### src/lhcsr_pkg.sv
// Purpose: constants for the fallback configuration and soft reset slice
// Assumes: 8-bit register data, 6-bit register offsets
// Notes:   offsets and reset values shared by design and tests
`default_nettype none
package lhcsr_pkg;
    // -------------------------------------------------------------------
    // register offsets
    // -------------------------------------------------------------------
    localparam logic [5:0] PWM_LOW_OFS   = 6'h2A;
    localparam logic [5:0] PWM_HIGH_OFS  = 6'h2B;
    localparam logic [5:0] CH1_TON_OFS   = 6'h2C;
    localparam logic [5:0] CH2_TON_OFS   = 6'h2D;
    localparam logic [5:0] SOFT_RST_OFS  = 6'h2E;

    // -------------------------------------------------------------------
    // field layout and reset values
    // -------------------------------------------------------------------
    localparam int         PWM_HIGH_W    = 2;
    localparam int         TON_W         = 6;
    localparam logic [7:0] PWM_LOW_RST   = 8'h00;
    localparam logic [1:0] PWM_HIGH_RST  = 2'h0;
    localparam logic [5:0] TON_RST       = 6'h07;
    localparam logic       WDOG_EN_RST   = 1'b0;

    // -------------------------------------------------------------------
    // soft reset command codes
    // -------------------------------------------------------------------
    localparam logic [7:0] CMD_RST_WDOFF = 8'hC3;
    localparam logic [7:0] CMD_RST_WDON  = 8'hD4;

    localparam int         WDTO_W        = 2;
endpackage
`default_nettype wire

### src/lhcsr_top.sv
// Purpose: fallback pwm width, fallback on-time and soft reset command registers
// Assumes: serial interface already decoded into single-cycle register accesses
// Notes:   read data and all outputs are registered
//
// Notes on behaviour
// - 0x2A holds pwm width bits 7-0, reset zero
// - 0x2B bits 1-0 hold width 9-8; rest zero
// - 0x2C six-bit ch1 on-time, reset 0x07
// - 0x2D six-bit ch2 on-time, reset 0x07
// - 0x2E write-only command, reads return zero
// - 0xC3 restores defaults, disables watchdog
// - 0xC3 in stand-alone: state machines to LOAD
// - 0xD4 restores defaults, enables watchdog
// - stand-alone 0xD4 after flags cleared: to DETECT
// - soft reset never touches power-cycle flag
`timescale 1ns/1ps
`default_nettype none
module lhcsr_top
    import lhcsr_pkg::*;
(
    input  wire logic                          clk,
    input  wire logic                          arst_n,
    input  wire logic                          regWrEn,
    input  wire logic                          regRdEn,
    input  wire logic [5:0]                    regAddr,
    input  wire logic [7:0]                    regWrData,
    input  wire logic                          standAlone,
    input  wire logic [lhcsr_pkg::WDTO_W-1:0]  watchdogTimeoutFlags,
    output logic      [7:0]                    regRdData,
    output logic                               regRdValid,
    output logic      [9:0]                    ch2FallbackPwmWidth,
    output logic      [lhcsr_pkg::TON_W-1:0]   ch1FallbackOnTime,
    output logic      [lhcsr_pkg::TON_W-1:0]   ch2FallbackOnTime,
    output logic                               watchdogEnable,
    output logic                               softResetPulse,
    output logic                               enterLoadPulse,
    output logic                               enterDetectPulse
);
    import lhcsr_pkg::*;

    // -------------------------------------------------------------------
    // reset release
    // -------------------------------------------------------------------
    logic rstMeta_q;
    logic rstSync_q;
    logic rst_n;

    always_ff @(posedge clk or negedge arst_n) begin
        if (!arst_n) begin
            rstMeta_q <= 1'b0;
            rstSync_q <= 1'b0;
        end else begin
            rstMeta_q <= 1'b1;
            rstSync_q <= rstMeta_q;
        end
    end
    assign rst_n = rstSync_q;

    // -------------------------------------------------------------------
    // command decode
    // -------------------------------------------------------------------
    logic cmdWrite;
    logic cmdWdOff;
    logic cmdWdOn;
    logic cmdAny;

    assign cmdWrite = regWrEn && (regAddr == SOFT_RST_OFS);
    assign cmdWdOff = cmdWrite && (regWrData == CMD_RST_WDOFF);
    assign cmdWdOn  = cmdWrite && (regWrData == CMD_RST_WDON);
    assign cmdAny   = cmdWdOff || cmdWdOn;

    // -------------------------------------------------------------------
    // configuration registers
    // -------------------------------------------------------------------
    logic [7:0]       pwmLow_q;
    logic [7:0]       pwmLow_d;
    logic [1:0]       pwmHigh_q;
    logic [1:0]       pwmHigh_d;
    logic [TON_W-1:0] ch1Ton_q;
    logic [TON_W-1:0] ch1Ton_d;
    logic [TON_W-1:0] ch2Ton_q;
    logic [TON_W-1:0] ch2Ton_d;
    logic             wdogEn_q;
    logic             wdogEn_d;

    always_comb begin
        pwmLow_d  = pwmLow_q;
        pwmHigh_d = pwmHigh_q;
        ch1Ton_d  = ch1Ton_q;
        ch2Ton_d  = ch2Ton_q;
        wdogEn_d  = wdogEn_q;
        if (cmdAny) begin
            // restore defaults; power-cycle flag lives elsewhere
            pwmLow_d  = PWM_LOW_RST;
            pwmHigh_d = PWM_HIGH_RST;
            ch1Ton_d  = TON_RST;
            ch2Ton_d  = TON_RST;
            wdogEn_d  = cmdWdOn;
        end else if (regWrEn) begin
            case (regAddr)
                PWM_LOW_OFS:  pwmLow_d  = regWrData;
                PWM_HIGH_OFS: pwmHigh_d = regWrData[PWM_HIGH_W-1:0];
                CH1_TON_OFS:  ch1Ton_d  = regWrData[TON_W-1:0];
                CH2_TON_OFS:  ch2Ton_d  = regWrData[TON_W-1:0];
                default: begin
                end
            endcase
        end
    end

    always_ff @(posedge clk or negedge rst_n) begin
        if (!rst_n) begin
            pwmLow_q  <= PWM_LOW_RST;
            pwmHigh_q <= PWM_HIGH_RST;
            ch1Ton_q  <= TON_RST;
            ch2Ton_q  <= TON_RST;
            wdogEn_q  <= WDOG_EN_RST;
        end else begin
            pwmLow_q  <= pwmLow_d;
            pwmHigh_q <= pwmHigh_d;
            ch1Ton_q  <= ch1Ton_d;
            ch2Ton_q  <= ch2Ton_d;
            wdogEn_q  <= wdogEn_d;
        end
    end

    assign ch2FallbackPwmWidth = {pwmHigh_q, pwmLow_q};
    assign ch1FallbackOnTime   = ch1Ton_q;
    assign ch2FallbackOnTime   = ch2Ton_q;
    assign watchdogEnable      = wdogEn_q;

    // -------------------------------------------------------------------
    // command side effects
    // -------------------------------------------------------------------
    logic softRst_q;
    logic softRst_d;
    logic enLoad_q;
    logic enLoad_d;
    logic enDetect_q;
    logic enDetect_d;

    always_comb begin
        softRst_d  = cmdAny;
        enLoad_d   = cmdWdOff && standAlone;
        enDetect_d = cmdWdOn && standAlone && (watchdogTimeoutFlags == '0);
    end

    always_ff @(posedge clk or negedge rst_n) begin
        if (!rst_n) begin
            softRst_q  <= 1'b0;
            enLoad_q   <= 1'b0;
            enDetect_q <= 1'b0;
        end else begin
            softRst_q  <= softRst_d;
            enLoad_q   <= enLoad_d;
            enDetect_q <= enDetect_d;
        end
    end

    assign softResetPulse   = softRst_q;
    assign enterLoadPulse   = enLoad_q;
    assign enterDetectPulse = enDetect_q;

    // -------------------------------------------------------------------
    // read path
    // -------------------------------------------------------------------
    logic [7:0] rdData_q;
    logic [7:0] rdData_d;
    logic       rdValid_q;
    logic       rdValid_d;

    always_comb begin
        rdValid_d = regRdEn;
        rdData_d  = 8'h00;
        if (regRdEn) begin
            case (regAddr)
                PWM_LOW_OFS:  rdData_d = pwmLow_q;
                PWM_HIGH_OFS: rdData_d = {6'h00, pwmHigh_q};
                CH1_TON_OFS:  rdData_d = {2'h0, ch1Ton_q};
                CH2_TON_OFS:  rdData_d = {2'h0, ch2Ton_q};
                SOFT_RST_OFS: rdData_d = 8'h00;
                default:      rdData_d = 8'h00;
            endcase
        end
    end

    always_ff @(posedge clk or negedge rst_n) begin
        if (!rst_n) begin
            rdData_q  <= 8'h00;
            rdValid_q <= 1'b0;
        end else begin
            rdData_q  <= rdData_d;
            rdValid_q <= rdValid_d;
        end
    end

    assign regRdData  = rdData_q;
    assign regRdValid = rdValid_q;
endmodule
`default_nettype wire

### config.mk
export PLATFORM = sky130hd
export DESIGN_NAME = lhcsr_top
export DESIGN_NICKNAME = d
export VERILOG_FILES = /design/src/lhcsr_pkg.sv /design/src/lhcsr_top.sv
export SDC_FILE = /design/constraint.sdc
export NUM_CORES = 1
export LEC_CHECK = 0
export BUFFER_PORTS_ARGS = -buffer_cell sky130_fd_sc_hd__buf_4
export CAP_MARGIN = 20
export CORE_AREA = 2 2 60 62
export CTS_CLUSTER_DIAMETER = 150
export CTS_CLUSTER_SIZE = 40
export DETAILED_ROUTE_END_ITERATION = 10
export DIE_AREA = 0 0 62 64
export GPL_ROUTABILITY_DRIVEN = 0
export GPL_TIMING_DRIVEN = 0
export PLACE_DENSITY_LB_ADDON = 0.12
export SLEW_MARGIN = 10
export SYNTH_ARGS = -nofsm -noshare
export SYNTH_HDL_FRONTEND = slang
export SYNTH_SLANG_ARGS = --single-unit
### constraint.sdc
create_clock -name clk -period 1.4 [get_ports clk]
set_input_delay 0.21 -clock clk [delete_from_list [all_inputs] [get_ports clk]]
set_output_delay 0.21 -clock clk [all_outputs]
set_load 0.02 [all_outputs]
==> After elaboration in Yosys (flattened, before gate mapping) <==
Index checks and enable logic that the tools add are counted.
{ "word_totals": {"regBits": 37, "latch_bits": 0, "ramBits": 0, "rom_bits": 0, "inputBits": 21, "word_cells": 50, "memories": 0} }
{ "classes": {"add_sub_neg": 0, "mul": 0, "div": 0, "n_lt_le_gt_ge": 0, "n_eq_ne": 7, "n_shift": 0, "n_mux": 14, "bitwise": 0, "n_reduce_logical": 17} }
{ "ops": {"columns": ["op", "n"], "rows": [
  ["$mux 6", 6],
  ["$mux 8", 4],
  ["$pmux 8 s4", 1],
  ["$eq 6x6->1 const B", 5],
  ["$eq 8x8->1 const B", 2],
  ["$reduce_bool 2->1", 5],
  ["$reduce_and 2->1", 4],
  ["$logic_and 1x1->1", 6],
  ["$mux 2", 3],
  ["$logic_not 2->1", 1],
  ["$logic_or 1x1->1", 1]
]} }

==> Longest topological paths before layout <==
{ "logic_depth": {"depth_word": 6, "depth_mapped": 5, "mapped_depth_nobuf": 4} }

==> Worst setup path after synthesis <==
OpenSTA, ideal clock, no wires.
{ "synth_path": {"kind": "input port to flip-flop", "start": "in regAddr[4]", "end": "reg pwmLow_q[5]", "setup_time_ps": 128, "arrival_time_ps": 1473, "slack_ps": -201, "path_stages": 4, "path_buffers": 0, "path_cell_list": "nand4b_1 > a2111oi_4 > o21ai_2 > mux2_1"} }
{ "synth_via": {"elab_chain_len": 6} }
{ "synth_rtl": {"columns": ["element", "line_no", "text"], "rows": [
  ["start: declaration", "lhcsr_top.sv:25", "input wire logic [5:0] regAddr,"],
  ["$eq 6x6->1 (*)", "lhcsr_top.sv:67", "assign cmdWrite = regWrEn && (regAddr == SOFT_RST_OFS);"],
  ["$logic_and 1x1->1 (*)", "lhcsr_top.sv:67", null],
  ["$logic_and 1x1->1, on equally long branches", "lhcsr_top.sv:68, lhcsr_top.sv:69", null],
  ["$logic_or 1x1->1 (*)", "lhcsr_top.sv:70", "assign cmdAny = cmdWdOff || cmdWdOn;"],
  ["via cmdAny", "lhcsr_top.sv:65", "logic cmdAny;"],
  ["$reduce_bool 2->1 (no line)", null, null],
  ["$reduce_and 2->1 (no line)", null, null],
  ["end signal: assignment", "lhcsr_top.sv:119", "pwmLow_q <= pwmLow_d;"],
  ["end: declaration", "lhcsr_top.sv:75", "logic [7:0] pwmLow_q;"]
]} }
The timed path passes the listed nets; every way through them passes the cells marked *.
A chain may end at the register's enable or synchronous reset.

==> Worst setup path after layout <==
{ "layout_path": {"start": "in regAddr[4]", "end": "reg ch2Ton_q[2] (netlist: ch2FallbackOnTime[2])"} }
{ "layout_via": {"elab_chain_len": 6} }
{ "layout_rtl": {"columns": ["element", "line_no", "text"], "rows": [
  ["$eq 6x6->1", "lhcsr_top.sv:67", null],
  ["$logic_and 1x1->1", "lhcsr_top.sv:67", null],
  ["$logic_and 1x1->1, on equally long branches", "lhcsr_top.sv:68, lhcsr_top.sv:69", null],
  ["$logic_or 1x1->1", "lhcsr_top.sv:70", null],
  ["$reduce_bool 2->1 (no line)", null, null],
  ["$reduce_and 2->1 (no line)", null, null],
  ["end signal: assignment", "lhcsr_top.sv:122", "ch2Ton_q <= ch2Ton_d;"],
  ["end: declaration", "lhcsr_top.sv:81", "logic [TON_W-1:0] ch2Ton_q;"]
]} }
Several ways; a longest one is shown, not always the timed one.

==> flow_metrics.env <==
export IMPL_syn_num_nets=141
export IMPL_drc_errors=0
export IMPL_syn_area_per_cell_um2=12.7
export IMPL_arrival_ps=1640
export IMPL_synth_top_area_share=0.509
export IMPL_yosysWarnings=0
export IMPL_synthesis_area_um2=1530
export IMPL_drt_iter0_drc=86
export IMPL_maxCapViolCount=0
export IMPL_initial_core_util=0.464
export IMPL_grt_ovfl_total=0
export IMPL_worstSetupEndpointType="flip-flop"
export IMPL_dieArea_um2=3970
export IMPL_grt_max_degree=36
export IMPL_finalSetupViolCount=0
export IMPL_hp_class="input pin to flip-flop"
export IMPL_hold_path_depth=2
export IMPL_powerDensity_nw_per_um2=1060
export IMPL_diodes=0
export IMPL_final_seq_area_um2=935
export IMPL_wl_met1_um=1820
export IMPL_clk_latency_ps=340
export IMPL_synth_largest_area_cell="dfrtp_1"
export IMPL_core_um2=3280
export IMPL_ant_nets=0
export IMPL_grt_pass1_wl_um=6600
export IMPL_fmax_mhz=729
export IMPL_r2r_cells=2
export IMPL_slew_headroom=0.504
export IMPL_clock_sinks=37
export IMPL_yosysUniqueCellTypes=27
export IMPL_syn_inst=120
export IMPL_ys_top_cells_by_area="dfrtp_1, dfstp_2, a32o_1"
export IMPL_wl_met2_um=2000
export IMPL_synthToLayoutAreaGrowth_pct=47.6
export IMPL_viasPerCell=5.71
export IMPL_final_util=0.685
export IMPL_r2r_start="pwmHigh_q[0]"
export IMPL_wl_per_cell_um=17.3
export IMPL_post_dp_hpwl_um=2840
export IMPL_grt_usage=0.230
export IMPL_cp_max_fo=10
export IMPL_placedCellCount=220
export IMPL_rsz0062_at_grt="true"
export IMPL_fp_row_count=21
export IMPL_startpoint_type="input pin"
export IMPL_required_ps=1660
export IMPL_finalMaxSlewViolations=0
export IMPL_whs_ps=29.6
export IMPL_highest_layer="met4"
export IMPL_routed_wl_um=4110
export IMPL_skew_ps=12.3
export IMPL_layout_nets=212
export IMPL_ir_drop_v=0.000704
export IMPL_reg2reg_to="regRdData[0]"
export IMPL_clockBufferDepth=2
export IMPL_period_share=0.980
export IMPL_dr_wl_met3_um=235
export IMPL_io_buffer_count=54
export IMPL_cts_made_buffers=5
export IMPL_drive_above_1_share=0.469
export IMPL_power_leakage_nw=1.01
export IMPL_n_fill_cell=258
export IMPL_path_clk_slew_ps=100
export IMPL_status="completed"
export IMPL_vias=1358
export IMPL_synth_seq_area_share=0.612
export IMPL_power_mw=2.38
export IMPL_grt_pass1_vias=1356
export IMPL_antenna_found_initial=0
export IMPL_clockRootBuffer="clkbuf_4"
export IMPL_ff2ff_setup_slack_ps=430
export IMPL_ys_seq_elements=37
export IMPL_h_tree_depth=2
export IMPL_die_w_um=62
export IMPL_cp_endpoint="ch2FallbackOnTime[2]"
export IMPL_critPathKind="input pin to flip-flop"
export IMPL_min_period_ps=1370
export IMPL_drtPass1Iterations=4
export IMPL_crit_start="regAddr[4]"
export IMPL_tightest_slew_ps=745
export IMPL_ios=56
export IMPL_setup_tns_ps=0
export IMPL_hold_violations=0
export IMPL_die_h_um=64
export IMPL_instances_no_fill=238
export IMPL_multi_input_area_um2=653
export IMPL_cts_tree="built"
what timing repair did:
action                                 CTS  global route
hold buffers                             2             1
resized for setup                        2             6
gates cloned                             0             0
pin swaps                                2             5
buffers inserted                         4             3
endpoints found under the hold margin    3             1
setup endpoints to repair                7            20
worst max-delay path, cell delays in order:
cell	delay [ps]
buf_4	110
nand4b_1	330
nor3b_2	320
clkbuf_2	300
nand2_1	130
o22a_1	240
logic make-up after synthesis:
group,count (synthesis),synth area share
other,1,0.00246
and+or+nand+nor,30,0.114
buffers and inverters,7,0.0172
DFF,37,0.612
muxes,1,0.00738
xor gates and xnor gates,1,0.00574
AOI/OAI and AO/OA,43,0.241
layout by cell type (no fill, tap or decap), drive strengths merged, types with 2 or more instances in the layout:
| master | instances |
|---|---|
| buf | 61 |
| dfrtp | 31 |
| a32o | 15 |
| clkbuf | 14 |
| nand2 | 12 |
| a21oi | 8 |
| o22a | 6 |
| dfstp | 6 |
| a22oi | 4 |
| nor2 | 4 |
| o21ai | 4 |
| nand4bb | 3 |
| dlygate4sd3 | 3 |
| nor3 | 3 |
| nand3b | 2 |
| and3 | 2 |
| a222oi | 2 |
| o21a | 2 |
flip-flops by register name, summed over array words and instances (netlist names):
signal             flops
rstMeta_q              1
pwmLow_q               8
watchdogEnable         1
ch1FallbackOnTime      6
ch2FallbackOnTime      6
softResetPulse         1
rstSync_q              1
regRdValid             1
pwmHigh_q              2
regRdData              8
enterLoadPulse         1
enterDetectPulse       1
metrics by stage:
stage          area, µm²  setup slack, ps
3_3_place_gp        2060             -461
5_1_grt             2250            -28.7
3_5_place_dp        2060             -487
2_1_floorplan       1600             -127
4_1_cts             2190            -44.0
6_report            2250             28.6
per-layer routing:
| layer | GRT usage | up-vias |
|---|---|---|
| met5 | 0 | - |
| met4 | 0.0798 | 0 |
| met3 | 0.0607 | 5 |
| met2 | 0.349 | 49 |
| met1 | 0.313 | 693 |
| li1 | - | 611 |
cells in the mapped netlist:
cell type / count
dfrtp_1: 31
a32o_1: 15
nand2_1: 12
a21oi_1: 8
clkbuf_1: 6
dfstp_2: 6
o22a_1: 6
a22oi_1: 4
nor2_1: 4
nand4bb_1: 3
nor3_1: 3
o21ai_1: 3
a222oi_1: 2
and3_1: 2
nand3b_1: 2
o21a_1: 2
a2111oi_4: 1
a31o_2: 1
conb_1: 1
inv_1: 1
mux2_1: 1
nand4b_1: 1
nor3b_1: 1
nor4_1: 1
nor4b_2: 1
o21ai_2: 1
xnor2_1: 1
final cells by class:
cell class                 count  share of cell area
buffer                         6              0.0211
clock buffer                   8              0.0261
inverter                       1             0.00167
multi-input combinational     76               0.290
sequential                    37               0.415
tap                           46              0.0256
timing repair buffer          64               0.220
power breakdown:
group | leakage, nW | internal, mW | total (mW) | switching [mW]
clock | 0.0326 | 0.248 | 0.577 | 0.329
combinational | 0.496 | 0.256 | 0.513 | 0.257
sequential | 0.478 | 1.19 | 1.29 | 0.0979
how the worst min path moves through the flow:
stage | from | end | slack, ps
2_1_floorplan | arst_n | rstMeta_q | -90
3_3_place_gp | arst_n | rstMeta_q | -7
3_5_place_dp | arst_n | rstMeta_q | -7
4_1_cts | watchdogTimeoutFlags[0] | enterDetectPulse | 9
5_1_grt | watchdogTimeoutFlags[1] | enterDetectPulse | 2
6_report | watchdogTimeoutFlags[1] | enterDetectPulse | 30
Power figures use the tool's default switching activity.
